## config.mk

```make
export PLATFORM = sky130hd
export DESIGN_NAME = mas_scheduler
export DESIGN_NICKNAME = d
export VERILOG_FILES = /design/src/mas_pkg.sv /design/src/mas_rate_div.sv /design/src/mas_scheduler.sv
export SDC_FILE = /design/constraint.sdc
export NUM_CORES = 1
export LEC_CHECK = 0
export BUFFER_PORTS_ARGS = -buffer_cell sky130_fd_sc_hd__buf_2
export CAP_MARGIN = 40
export CORE_ASPECT_RATIO = 0.5
export CORE_MARGIN = 4
export CORE_UTILIZATION = 53
export DETAILED_ROUTE_END_ITERATION = 12
export PLACE_DENSITY = 0.88
export SYNTH_ARGS = -nofsm -noshare
export SYNTH_HDL_FRONTEND = slang
export SYNTH_SLANG_ARGS = --single-unit
export TNS_END_PERCENT = 20
```

## constraint.sdc

```tcl
create_clock -name CORE_CLK -period 3.4 [get_ports CORE_CLK]
set_input_delay 0.68 -clock CORE_CLK [delete_from_list [all_inputs] [get_ports CORE_CLK]]
set_output_delay 0.68 -clock CORE_CLK [all_outputs]
set_load 0.05 [all_outputs]
```

## src/mas_pkg.sv

```systemverilog
//
// Purpose : shared constants for the measurement converter scheduler
// Assumes : 200 MHz core clock, 8-bit control register port
// Notes   : rates are kept in hertz, thermal in millihertz, cycle counts derive from them
//
`default_nettype none

package mas_pkg;

   // ****************************************************************
   // register map and field layout
   // ****************************************************************
   localparam logic [15:0] MAS_PEAK_HIGH_ADDR  = 16'h20c5; // peak_temp_code_high
   localparam logic [15:0] MAS_PEAK_LOW_ADDR   = 16'h20c6; // peak_temp_low_bit
   localparam logic [15:0] MAS_RATE_PLAN_ADDR  = 16'h20c7; // adc_rate_plan
   localparam logic [15:0] MAS_CH_FORCE_ADDR   = 16'h20c8; // adc_channel_force
   localparam logic [15:0] MAS_PIVOT_ADDR      = 16'h20d0; // compressor_pivot_point

   localparam int          MAS_PLAN_MODE_LSB   = 0;        // optimal_rate_plan [1:0]
   localparam int          MAS_PLAN_AVG_LSB    = 2;        // optimized_average_depth [3:2]
   localparam int          MAS_FORCE_POWER_BIT = 0;        // power_rail_channel_force
   localparam int          MAS_FORCE_BATT_BIT  = 1;        // battery rail force
   localparam int          MAS_FORCE_HIGH_BIT  = 2;        // high_rail_channel_force

   localparam logic [1:0]  MAS_MODE_RESET      = 2'h0;
   localparam logic [1:0]  MAS_AVG_RESET       = 2'h1;
   localparam logic [2:0]  MAS_FORCE_RESET     = 3'h0;
   localparam logic [3:0]  MAS_PIVOT_RESET     = 4'h0;
   localparam logic [8:0]  MAS_PEAK_RESET      = 9'h000;
   localparam logic [7:0]  MAS_RDATA_UNMAPPED  = 8'h00;

   // ****************************************************************
   // conversions
   // ****************************************************************
   localparam logic [9:0]  MAS_TEMP_OFFSET_C   = 10'h0fc;  // 252 degrees below the code
   localparam logic [3:0]  MAS_PIVOT_LAST_CODE = 4'ha;     // above this reserved
   localparam logic [3:0]  MAS_PIVOT_STEP_LAST = 4'h6;     // 1 dB steps up to here

   // ****************************************************************
   // sampling rates and derived periods (rounded down)
   // ****************************************************************
   localparam int          MAS_CLK_HZ          = 200_000_000;
   localparam int          MAS_OPT1_SRC_HZ     = 600_000;
   localparam int          MAS_OPT1_SEC_HZ     = 300_000;
   localparam int          MAS_OPT2_SRC_HZ     = 900_000;
   localparam int          MAS_OPT2_SEC_HZ     = 75_000;
   localparam int          MAS_OPT_THERM_MHZ   = 37_500_000; // 37.5 kHz in millihertz
   localparam int          MAS_PER_W           = 16;
   localparam logic [15:0] MAS_OPT1_SRC_CYC    = 16'(MAS_CLK_HZ / MAS_OPT1_SRC_HZ);
   localparam logic [15:0] MAS_OPT1_SEC_CYC    = 16'(MAS_CLK_HZ / MAS_OPT1_SEC_HZ);
   localparam logic [15:0] MAS_OPT2_SRC_CYC    = 16'(MAS_CLK_HZ / MAS_OPT2_SRC_HZ);
   localparam logic [15:0] MAS_OPT2_SEC_CYC    = 16'(MAS_CLK_HZ / MAS_OPT2_SEC_HZ);
   localparam logic [15:0] MAS_OPT_THERM_CYC   =
      16'((64'(MAS_CLK_HZ) * 64'd1000) / 64'(MAS_OPT_THERM_MHZ));

   // ****************************************************************
   // mode encodings
   // ****************************************************************
   typedef enum logic [1:0] {
      MAS_REGULAR  = 2'b00,
      MAS_OPTIMAL1 = 2'b01,
      MAS_OPTIMAL2 = 2'b10,
      MAS_MODE_RSV = 2'b11
   } mas_mode_type;

   typedef enum logic [1:0] {
      MAS_AVG_BYPASS = 2'b00,
      MAS_AVG_TWO    = 2'b01,
      MAS_AVG_FOUR   = 2'b10,
      MAS_AVG_RSV    = 2'b11
   } mas_avg_type;

endpackage : mas_pkg

`default_nettype wire

```

## src/mas_rate_div.sv

```systemverilog
//
// Purpose : programmable divider giving a one-cycle sample enable
// Assumes : period counted in core clock cycles, zero treated as one
// Notes   : a new period takes effect at the next reload
//
`timescale 1ns/1ps
`default_nettype none

module mas_rate_div #(
   parameter int W = 16                    // period counter width
) (
   input  wire logic         clk,          // core clock
   input  wire logic         rstn,         // async reset, active low
   input  wire logic         run,          // divider runs while high
   input  wire logic [W-1:0] period,       // cycles between ticks
   output logic              tick          // one-cycle enable pulse
);

   logic [W-1:0] count_r;
   logic [W-1:0] count_nxt;
   logic         tick_nxt;
   logic [W-1:0] reload;

   // reload value, guarding against a zero period
   assign reload    = (period == '0) ? '0 : period - W'(1);
   assign tick_nxt  = run && (count_r == '0);
   assign count_nxt = !run ? '0 : ((count_r == '0) ? reload : count_r - W'(1));

   // ****************************************************************
   // counter
   // ****************************************************************
   always_ff @(posedge clk or negedge rstn) begin
      if (!rstn) begin
         count_r <= '0;
         tick    <= 1'b0;
      end else begin
         count_r <= count_nxt;
         tick    <= tick_nxt;
      end
   end

endmodule : mas_rate_div

`default_nettype wire

```

## src/mas_scheduler.sv

```systemverilog
//
// Purpose : control and readback for the measurement converter scheduler
// Assumes : single core clock, register port synchronous to it
// Notes   : strobes index 0 power rail, 1 battery rail, 2 high rail, 3 thermal
//
// Overview of operation
// Peak temperature is a 9-bit code; Celsius equals code minus 252.
// Code bits 8 to 1 read from the high register, reset zero.
// Averaging field picks bypass, two or four samples in optimal mode.
// Mode code 0 runs the converter at regular per-channel rates.
// Optimal mode: brownout source fastest, other rail medium, thermal fixed.
// Mode 1: source 600 kHz, other rail 300 kHz, thermal 37.5 kHz.
// Mode 2: source 900 kHz, other rail 75 kHz, thermal 37.5 kHz.
// Optimal modes ignore the per-channel rate settings; the high rail still uses HIGH_RATE_CYC.
// Bit 2 forces the high-rail channel on while active.
// Bit 1 forces the battery-rail channel on while active.
// Bit 0 forces the power-rail channel on while active.
// A clear force bit still allows automatic channel enable.
// Pivot codes 0-6 give 0 to -6 dB, 7-10 give -8,-10,-12,-15.
// Reserved mode and average codes act as regular mode and bypass.
// Writable fields read back as written; unused bits read zero.
//
`timescale 1ns/1ps
`default_nettype none

module mas_scheduler
#(
   parameter logic [15:0] THERM_OPT_CYC = mas_pkg::MAS_OPT_THERM_CYC // fixed thermal period
) (
   input  wire logic        CORE_CLK,                 // core clock 200 MHz
   input  wire logic        RSTN,                     // async reset, active low
   input  wire logic [15:0] REG_ADDR,                 // register address
   input  wire logic        REG_WR,                   // write strobe
   input  wire logic        REG_RD,                   // read strobe
   input  wire logic [7:0]  REG_WDATA,                // write data
   output logic      [7:0]  REG_RDATA,                // read data, next cycle
   input  wire logic        ACTIVE,                   // device in active state
   input  wire logic        BROWNOUT_SOURCE_SELECT,   // 0 power rail, 1 battery rail
   input  wire logic [2:0]  CH_AUTO_REQ,              // internal channel requests
   input  wire logic [15:0] POWER_RATE_CYC,           // regular power rail period
   input  wire logic [15:0] BATTERY_RATE_CYC,         // regular battery rail period
   input  wire logic [15:0] HIGH_RATE_CYC,            // regular high rail period
   input  wire logic [15:0] THERM_RATE_CYC,           // regular thermal period
   input  wire logic [8:0]  TEMP_CODE,                // new thermal code
   input  wire logic        TEMP_CODE_VALID,          // thermal code strobe
   input  wire logic [8:0]  SRC_SAMPLE,               // brownout source sample
   input  wire logic        SRC_SAMPLE_VALID,         // source sample strobe
   output logic      [2:0]  CH_ENABLE,                // channel enables
   output logic      [3:0]  SAMPLE_STROBE,            // per-channel sample enables
   output logic      [9:0]  PEAK_TEMP_C,              // peak temperature, signed C
   output logic      [8:0]  SRC_AVG,                  // averaged source sample
   output logic             SRC_AVG_VALID,            // average strobe
   output logic      [3:0]  PIVOT_ATTEN_DB,           // pivot attenuation in dB
   output logic             PIVOT_RESERVED,           // pivot code reserved
   output logic             OPT_MODE_ACTIVE           // an optimal mode in force
);

   import mas_pkg::*;

   // ****************************************************************
   // register state
   // ****************************************************************
   logic [1:0]   plan_mode_r, plan_avg_r;
   logic [2:0]   force_r;
   logic [3:0]   pivot_r;
   logic [8:0]   peak_r, peak_nxt;

   // address decode
   logic         hit_high, hit_low, hit_plan, hit_force, hit_pivot;
   logic [7:0]   rdata_nxt;

   assign hit_high  = (REG_ADDR == MAS_PEAK_HIGH_ADDR);
   assign hit_low   = (REG_ADDR == MAS_PEAK_LOW_ADDR);
   assign hit_plan  = (REG_ADDR == MAS_RATE_PLAN_ADDR);
   assign hit_force = (REG_ADDR == MAS_CH_FORCE_ADDR);
   assign hit_pivot = (REG_ADDR == MAS_PIVOT_ADDR);

   // readback, unused bits zero
   assign rdata_nxt = hit_high  ? peak_r[8:1] :
                      hit_low   ? {7'h00, peak_r[0]} :
                      hit_plan  ? {4'h0, plan_avg_r, plan_mode_r} :
                      hit_force ? {5'h00, force_r} :
                      hit_pivot ? {4'h0, pivot_r} :
                                  MAS_RDATA_UNMAPPED;

   // writable fields, stored exactly as written
   always_ff @(posedge CORE_CLK or negedge RSTN) begin
      if (!RSTN) begin
         plan_mode_r <= MAS_MODE_RESET;
         plan_avg_r  <= MAS_AVG_RESET;
         force_r     <= MAS_FORCE_RESET;
         pivot_r     <= MAS_PIVOT_RESET;
      end else if (REG_WR) begin
         if (hit_plan) begin
            plan_mode_r <= REG_WDATA[MAS_PLAN_MODE_LSB +: 2];
            plan_avg_r  <= REG_WDATA[MAS_PLAN_AVG_LSB +: 2];
         end else if (hit_force) begin
            force_r <= REG_WDATA[2:0];
         end else if (hit_pivot) begin
            pivot_r <= REG_WDATA[3:0];
         end
      end
   end

   // read data, held until the next read
   always_ff @(posedge CORE_CLK or negedge RSTN) begin
      if (!RSTN) begin
         REG_RDATA <= MAS_RDATA_UNMAPPED;
      end else if (REG_RD) begin
         REG_RDATA <= rdata_nxt;
      end
   end

   // ****************************************************************
   // peak temperature tracking
   // ****************************************************************
   // peak code kept
   assign peak_nxt = (TEMP_CODE_VALID && (TEMP_CODE > peak_r)) ? TEMP_CODE : peak_r;

   always_ff @(posedge CORE_CLK or negedge RSTN) begin
      if (!RSTN) begin
         peak_r      <= MAS_PEAK_RESET;
         PEAK_TEMP_C <= 10'h000 - MAS_TEMP_OFFSET_C;
      end else begin
         peak_r      <= peak_nxt;
         // code minus 252
         PEAK_TEMP_C <= {1'b0, peak_nxt} - MAS_TEMP_OFFSET_C;
      end
   end

   // ****************************************************************
   // rate plan selection
   // ****************************************************************
   mas_mode_type mode;
   mas_avg_type  avg;
   logic         opt_on;
   logic [15:0]  src_opt_cyc, sec_opt_cyc;
   logic [15:0]  power_cyc, battery_cyc, therm_cyc;

   assign mode = mas_mode_type'(plan_mode_r);
   assign avg  = mas_avg_type'(plan_avg_r);

   // code 0 and reserved code regular
   assign opt_on = (mode == MAS_OPTIMAL1) || (mode == MAS_OPTIMAL2);

   // mode 1 and 2 rates
   assign src_opt_cyc = (mode == MAS_OPTIMAL2) ? MAS_OPT2_SRC_CYC : MAS_OPT1_SRC_CYC;
   assign sec_opt_cyc = (mode == MAS_OPTIMAL2) ? MAS_OPT2_SEC_CYC : MAS_OPT1_SEC_CYC;

   // source fastest, rates ignored
   assign power_cyc   = !opt_on ? POWER_RATE_CYC :
                        (BROWNOUT_SOURCE_SELECT ? sec_opt_cyc : src_opt_cyc);
   assign battery_cyc = !opt_on ? BATTERY_RATE_CYC :
                        (BROWNOUT_SOURCE_SELECT ? src_opt_cyc : sec_opt_cyc);
   assign therm_cyc   = opt_on ? THERM_OPT_CYC : THERM_RATE_CYC;

   // ****************************************************************
   // channel enables and sample dividers
   // ****************************************************************
   logic [2:0] ch_en_nxt;
   logic [3:0] ticks, strobe_nxt;

   // force or automatic enable
   assign ch_en_nxt = {3{ACTIVE}} & (force_r | CH_AUTO_REQ);

   mas_rate_div #(.W(MAS_PER_W)) u_div_power (
      .clk    (CORE_CLK),  .rstn   (RSTN),
      .run    (CH_ENABLE[MAS_FORCE_POWER_BIT]),
      .period (power_cyc),
      .tick   (ticks[0])
   );

   mas_rate_div #(.W(MAS_PER_W)) u_div_battery (
      .clk    (CORE_CLK),  .rstn   (RSTN),
      .run    (CH_ENABLE[MAS_FORCE_BATT_BIT]),
      .period (battery_cyc),
      .tick   (ticks[1])
   );

   mas_rate_div #(.W(MAS_PER_W)) u_div_high (
      .clk    (CORE_CLK),  .rstn   (RSTN),
      .run    (CH_ENABLE[MAS_FORCE_HIGH_BIT]),
      .period (HIGH_RATE_CYC),
      .tick   (ticks[2])
   );

   mas_rate_div #(.W(MAS_PER_W)) u_div_therm (
      .clk    (CORE_CLK),  .rstn   (RSTN),
      .run    (ACTIVE),
      .period (therm_cyc),
      .tick   (ticks[3])
   );

   // strobes only while the channel is still enabled
   assign strobe_nxt = ticks & {ACTIVE, CH_ENABLE};

   always_ff @(posedge CORE_CLK or negedge RSTN) begin
      if (!RSTN) begin
         CH_ENABLE       <= 3'h0;
         SAMPLE_STROBE   <= 4'h0;
         OPT_MODE_ACTIVE <= 1'b0;
      end else begin
         CH_ENABLE       <= ch_en_nxt;
         SAMPLE_STROBE   <= strobe_nxt;
         OPT_MODE_ACTIVE <= opt_on;
      end
   end

   // ****************************************************************
   // moving average of the optimized channel
   // ****************************************************************
   logic [8:0]  hist_r [3];
   logic [10:0] sum_two, sum_four;
   logic [8:0]  avg_nxt;

   assign sum_two  = 11'(SRC_SAMPLE) + 11'(hist_r[0]);
   assign sum_four = sum_two + 11'(hist_r[1]) + 11'(hist_r[2]);

   // depth select, reserved bypasses
   assign avg_nxt = !opt_on              ? SRC_SAMPLE :
                    (avg == MAS_AVG_TWO)  ? sum_two[9:1] :
                    (avg == MAS_AVG_FOUR) ? sum_four[10:2] :
                                            SRC_SAMPLE;

   always_ff @(posedge CORE_CLK or negedge RSTN) begin
      if (!RSTN) begin
         hist_r[0]     <= 9'h000;
         hist_r[1]     <= 9'h000;
         hist_r[2]     <= 9'h000;
         SRC_AVG       <= 9'h000;
         SRC_AVG_VALID <= 1'b0;
      end else begin
         SRC_AVG_VALID <= SRC_SAMPLE_VALID;
         if (SRC_SAMPLE_VALID) begin
            hist_r[0] <= SRC_SAMPLE;
            hist_r[1] <= hist_r[0];
            hist_r[2] <= hist_r[1];
            SRC_AVG   <= avg_nxt;
         end
      end
   end

   // ****************************************************************
   // compressor pivot decode
   // ****************************************************************
   logic [3:0] pivot_db_nxt;
   logic       pivot_rsv_nxt;

   // pivot mapping
   assign pivot_rsv_nxt = (pivot_r > MAS_PIVOT_LAST_CODE);
   assign pivot_db_nxt  = (pivot_r <= MAS_PIVOT_STEP_LAST) ? pivot_r :
                          (pivot_r == 4'h7) ? 4'h8 :
                          (pivot_r == 4'h8) ? 4'ha :
                          (pivot_r == 4'h9) ? 4'hc :
                          (pivot_r == 4'ha) ? 4'hf : 4'h0;

   always_ff @(posedge CORE_CLK or negedge RSTN) begin
      if (!RSTN) begin
         PIVOT_ATTEN_DB <= 4'h0;
         PIVOT_RESERVED <= 1'b0;
      end else begin
         PIVOT_ATTEN_DB <= pivot_db_nxt;
         PIVOT_RESERVED <= pivot_rsv_nxt;
      end
   end
endmodule : mas_scheduler

`default_nettype wire

```

# --- Yosys cells after proc, flatten, opt, wreduce, memory -nomap -nowiden ---
# Index checks and enable logic that the tools add are counted.
classes:
  n_addsub: 12
  n_mul: 0
  n_div: 0
  order_cmp: 3
  eq_ne: 13
  shifts: 0
  mux: 33
  bitwise_logic: 5
  n_reduce_logical: 17
ops:
  columns: ["cell", "count"]
  rows:
  - ["$mux 16", 15]
  - ["$logic_not 16->1", 8]
  - ["$sub 16x1->16 const B", 8]
  - ["$eq 16x14->1 const B", 5]
  - ["$mux 9", 5]
  - ["$mux 12", 3]
  - ["$mux 4", 9]
  - ["$eq 4x4->1 const B", 3]
  - ["$add 10x9->11", 1]
  - ["$add 11x9->11", 1]
  - ["$add 9x9->10", 1]
  - ["$sub 9x8->10 const B", 1]
  - ["$gt 9x9->1", 1]
  - ["$mux 8", 1]
  - ["$logic_and 1x1->1", 5]
  - ["$and 4x4->4", 1]
  - ["$eq 2x1->1 const B", 2]
  - ["$eq 2x2->1 const B", 2]
  - ["$eq 4x3->1 const B", 1]
  - ["$gt 4x4->1 const B", 1]
  - ["$le 4x3->1 const B", 1]
  - ["$reduce_and 4->1", 1]
  - ["$and 3x3->3", 1]
  - ["$or 3x3->3", 1]
  - ["4 further kinds", 5]
word_totals:
  register_bits: 156
  latchBits: 0
  ram_bits: 0
  romBits: 0
  inputBits: 117
  elab_cells: 108
  n_memories: 0

# --- Longest topological paths before layout ---
logic_depth:
  depth_word: 8
  mapped_depth: 16
  mapped_depth_nobuf: 16

# --- Hierarchy ---
# Synthesis repeated with hierarchy kept, for this count alone.
hier_totals:
  hier_cells: 1070
  hier_area_um2: 10565.1
modules_own_cells:
  columns: ["module", "n_inst", "cells_per_inst", "area_each_um2", "seq_area_each_um2"]
  rows:
  - ["mas_scheduler", 1, 562, 5430.2, 2157.1]
  - ["mas_rate_div", 4, 127, 1283.7, 425.4]

# --- Worst setup path after synthesis ---
# Ideal clock, no wire load.
synth_path:
  path_type: "input port to flip-flop"
  from: "input port SRC_SAMPLE[0]"
  to: "register SRC_AVG[8]"
  t_arrival_ns: 3.489
  setup_slack_ns: -0.222
  cell_stages: 12
  path_cell_list: "ha_1 > inv_1 > fa_1 > xnor2_1 > fa_1 > ha_1 > and3_1 > a221o_1 > o2111ai_1 > nand2_1 > a2111oi_0 > o31ai_1"
synth_via:
  elab_chain_cells: 6
synth_rtl:
  columns: ["item", "line", "rtl"]
  rows:
  - ["start, declared", "mas_scheduler.sv:46", "input wire logic [8:0] SRC_SAMPLE,"]
  - ["$add 9x9->10 *", "mas_scheduler.sv:216", "assign sum_two = 11'(SRC_SAMPLE) + 11'(hist_r[0]);"]
  - ["$add 10x9->11", "mas_scheduler.sv:217", "assign sum_four = sum_two + 11'(hist_r[1]) + 11'(hist_r[2]);"]
  - ["$add 11x9->11", "mas_scheduler.sv:217", null]
  - ["$mux 9", "mas_scheduler.sv:222", "(avg == MAS_AVG_FOUR) ? sum_four[10:2] :"]
  - ["$mux 9 *", "mas_scheduler.sv:221", "(avg == MAS_AVG_TWO) ? sum_two[9:1] :"]
  - ["$mux 9 *", "mas_scheduler.sv:220", "assign avg_nxt = !opt_on ? SRC_SAMPLE :"]
  - ["end signal, assigned", "mas_scheduler.sv:238", "SRC_AVG <= avg_nxt;"]
  - ["end, declared", "mas_scheduler.sv:51", "output logic [8:0] SRC_AVG,"]
# Every way passes the cells marked *; elsewhere a longest branch is shown, timed or not.
# A chain may end at the register's enable or synchronous reset.

# --- Worst setup path in the final report ---
layout_path:
  from: "register hist_r[18] (netlist bit)"
  to: "register SRC_AVG[7]"
layout_via:
  elab_chain_cells: 6
layout_rtl:
  columns: ["item", "line", "rtl"]
  rows:
  - ["start, declared", "mas_scheduler.sv:212", "logic [8:0] hist_r [3];"]
  - ["$add 9x9->10 *", "mas_scheduler.sv:216", null]
  - ["$add 10x9->11", "mas_scheduler.sv:217", null]
  - ["$add 11x9->11", "mas_scheduler.sv:217", null]
  - ["$mux 9", "mas_scheduler.sv:222", null]
  - ["$mux 9 *", "mas_scheduler.sv:221", null]
  - ["$mux 9 *", "mas_scheduler.sv:220", null]
# Marked as above.

==> metrics.md <==
| Metric | Value |
|---|---|
| Crit. End Element | register |
| CTS HTree Levels | 4 |
| Worst Path Required | 3710 ps |
| Clock buffer depth | 2 |
| GRT Residual Overflow | 0 |
| Largest net degree at the start of global routing | 89 |
| Hold crit path type | in -> async |
| Average cell area after synthesis | 9.102 µm² |
| Syn. warnings | 0 |
| Port buffer count | 153 |
| Post-CTS Hold Buffers | 0 |
| Final min period | 3626 ps |
| Startpoint class of the critical path | register |
| Pre-antenna DRT Iters | 5 |
| WL/cell | 18.32 µm |
| Fin. Hold Viols | 0 |
| Placer congestion estimate | 0.9292 |
| Yosys reg bits | 154 |
| Design Area, Final | 12710 µm² |
| Clock sink total | 154 |
| Actual slew at the worst max-slew pin | 843.0 ps |
| Top FF cell, synth | dfrtp_1 |
| Initial Utilization | 53.98% |
| Static leakage | 0.005657 µW |
| Final Skew | 12.00 ps |
| Area Growth Syn to Fin | 20.99% |
| DP Area | 11800 µm² |
| Drt drc | 0 |
| Critical path's largest stage delay | 510 ps |
| # rows | 36 |
| Reg-to-reg slack, setup | -230 ps |
| Share of the synthesized area in the top cell type | 35.74% |
| DPL Wire Length | 20.95 mm |
| CTS tree | done |
| Total GRT Usage | 25.27% |
| Skew-Pair Late Insertion Delay | 430 ps |
| Max Slew Vio Count | 0 |
| Worst slew margin | 43.28% |
| Final #Nets | 1511 |
| Pwr dens | 778.6 nW/µm² |
| Full die area | 22270 µm² |
| Crit path max fanout | 4 |
| Post-synthesis sequential area ratio | 36.74% |
| Crit-path cells | ha_4 -> inv_2 -> fa_2 -> nor2b_2 -> o31a_1 -> o221a_4 -> nor2_2 -> xnor2_1 -> fa_1 -> ha_2 -> or3_4 -> nor3_4 -> nor3_2 -> o21ai_1 -> a21oi_1 |
| Routed WL | 29.56 mm |
| Max Cap Viol | 0 |
| Critical path arrival | 3940 ps |
| Failing checks | negative setup slack |
| Grt met1 use | 29.38% |
| Gr busiest metal | met2 |
| Synthesized net count | 1331 |
| Mapped cell area | 10500 µm² |
| Root buf cell | clkbuf_16 |
| Routed vias | 9756 |
| Synth area leaders | dfrtp_1 36%, ha_1 6.0%, xnor2_1 5.8%, mux2_2 4.3%, nand2_1 4.0% |
| ANT nets after route | 0 |
| Core Area | 19460 µm² |
| Die extent in y | 107.5 µm |
| Post-layout util | 65.31% |
| M3 GR Usage | 5.357% |
| RSZ-0062 raised after global routing | yes |
| Post-synth ARST share | 100.0% |
| Met2 usage | 45.87% |
| Vias per inst | 6.045 |
| FMAX | 0.2758 GHz |
| Cell taking the most area after synthesis | dfrtp_1 |
| Cells on worst reg2reg path | 15 |
| Max IR drop VDD | 0.0004802 V |
| Synth unique cells | 79 |
| Setup slack after layout | -226.4 ps |
| Die width | 207.1 µm |
| Kind of critical path | reg -> reg |
| Clk slew on worst S/H paths | 60 ps |
| Ports | 158 |
| Antenna violations before repair | 1 |
| Share of cells above drive strength 1 | 25.61% |
| Syn Inst Count | 1154 |
| Post-synth EDFFs | 0 |
| Most numerous cell in the Yosys netlist | dfrtp_1 |
| Final period utilization | 106.7% |
| Number of global-route vias before repair | 9823 |
| # setup viols final | 5 |
| CTS Buf Count | 17 |
| Drt first-iter violations | 861 |
| First-pass GRT wire length | 46.49 mm |
| Post-synth top cells | 150 x dfrtp_1, 113 x nand2_1, 94 x nor2_1 |
| Filler cells | 1470 |
| Outcome | finished, violations left |
| CP max stage cell | fa_1 |
[report_power, final]
group	switching [µW]	total [µW]	internal, µW
Combinational	3000	5160	2150
Clock	796	2070	1270
Sequential	396	2670	2280
Total	4200	9890	5700
[path summary, 6_finish.rpt]
| path | from | to |
|---|---|---|
| worst max-delay path | hist_r[18] | SRC_AVG[7] |
| worst min-delay path | RSTN | u_div_high.count_r[12] |
| worst max register to register | hist_r[18] | SRC_AVG[7] |
| worst min register to register | u_div_high.tick | SAMPLE_STROBE[2] |
| max in group asynchronous | RSTN | avg[0] |
| min in group CORE_CLK | u_div_high.tick | SAMPLE_STROBE[2] |
[metrics by stage]
stage / power (µW) / setup slack (ps) / TNS (ps) / instances / hold slack [ps]
after detailed placement: 7338 / -522.3 / -2965 / 1574 / 442.2
after global placement: 7064 / -351.0 / -1903 / 1574 / 437.5
after global routing: 10520 / -294.7 / -674.5 / 1614 / 367.7
final: 9895 / -226.4 / -303.2 / 1614 / 305.3
after floorplan: 6223 / -82.74 / -193.1 / 1154 / 384.4
after CTS: 9621 / -35.84 / -54.76 / 1610 / 337.7
[critical path, delay by kind of cell (launching register included)]
family / cells / cell delay, ps
DFF: 1 / 390
adders and majority gates: 4 / 1260
buffers and inverters: 1 / 40
and+or+nand+nor: 5 / 780
AOI/OAI and AO/OA: 4 / 780
xor gates and xnor gates: 1 / 260
[final cells by class]
cell class	instances	area (µm²)	share of cell area, %
multi-input combinational	908	6514	51.26
sequential	154	3859	30.36
clock inverter	11	171.4	1.349
tap	266	332.8	2.619
inverter	47	178.9	1.408
clock buffer	21	460.4	3.623
timing repair buffer	206	1190	9.363
antenna	1	2.502	0.01969
[metal layers]
metal	vias up	share of wire (%)	wire (µm)
met5	-	0	0
met2	450	50	14810
met1	4712	40	11950
li1	4496	-	-
met3	98	6.2	1826
met4	0	3.3	980
[sequential cells by signal (all words and copies together) (netlist names), 2 cells and up]
signal                 cells
force_r                    3
REG_RDATA                  8
SRC_AVG                    9
hist_r                    27
PEAK_TEMP_C                8
CH_ENABLE                  3
u_div_high.count_r        16
u_div_power.count_r       16
mode                       2
u_div_battery.count_r     16
u_div_therm.count_r       16
peak_r                     9
SAMPLE_STROBE              4
PIVOT_ATTEN_DB             4
pivot_r                    4
avg                        2
[layout by cell type, fill, tap and decap left out, types with 44 or more instances in the layout]
cell type	netlist	routed
nor3_1	52	50
nor2_1	94	93
buf_2	7	152
nand2_1	113	111
xnor2_1	70	69
o21ai_0	58	53
dfrtp_1	150	150
a21oi_1	58	53
inv_1	46	44
buf_4	7	50
[what timing repair did]
action	CTS	global route
endpoints found under the setup margin	5	7
pin swaps	14	18
setup buffers	4	3
gates resized for setup	13	26
[cell families (layout without fill, tap and decap cells)]
| family | count (synthesis) | in the layout | synth area share [%] |
|---|---|---|---|
| multiplexers | 46 | 46 | 4.860 |
| adder cells (fa/ha/maj) | 60 | 60 | 7.862 |
| flip-flops | 154 | 154 | 36.74 |
| XOR/XNOR | 112 | 112 | 9.339 |
| buffers and inverters | 92 | 285 | 3.764 |
| AO/OA/AOI/OAI | 242 | 242 | 15.35 |
| AND/OR/NAND/NOR | 448 | 448 | 22.08 |
| other | 0 | 1 | 0 |
(Power assumes the default switching activity.)
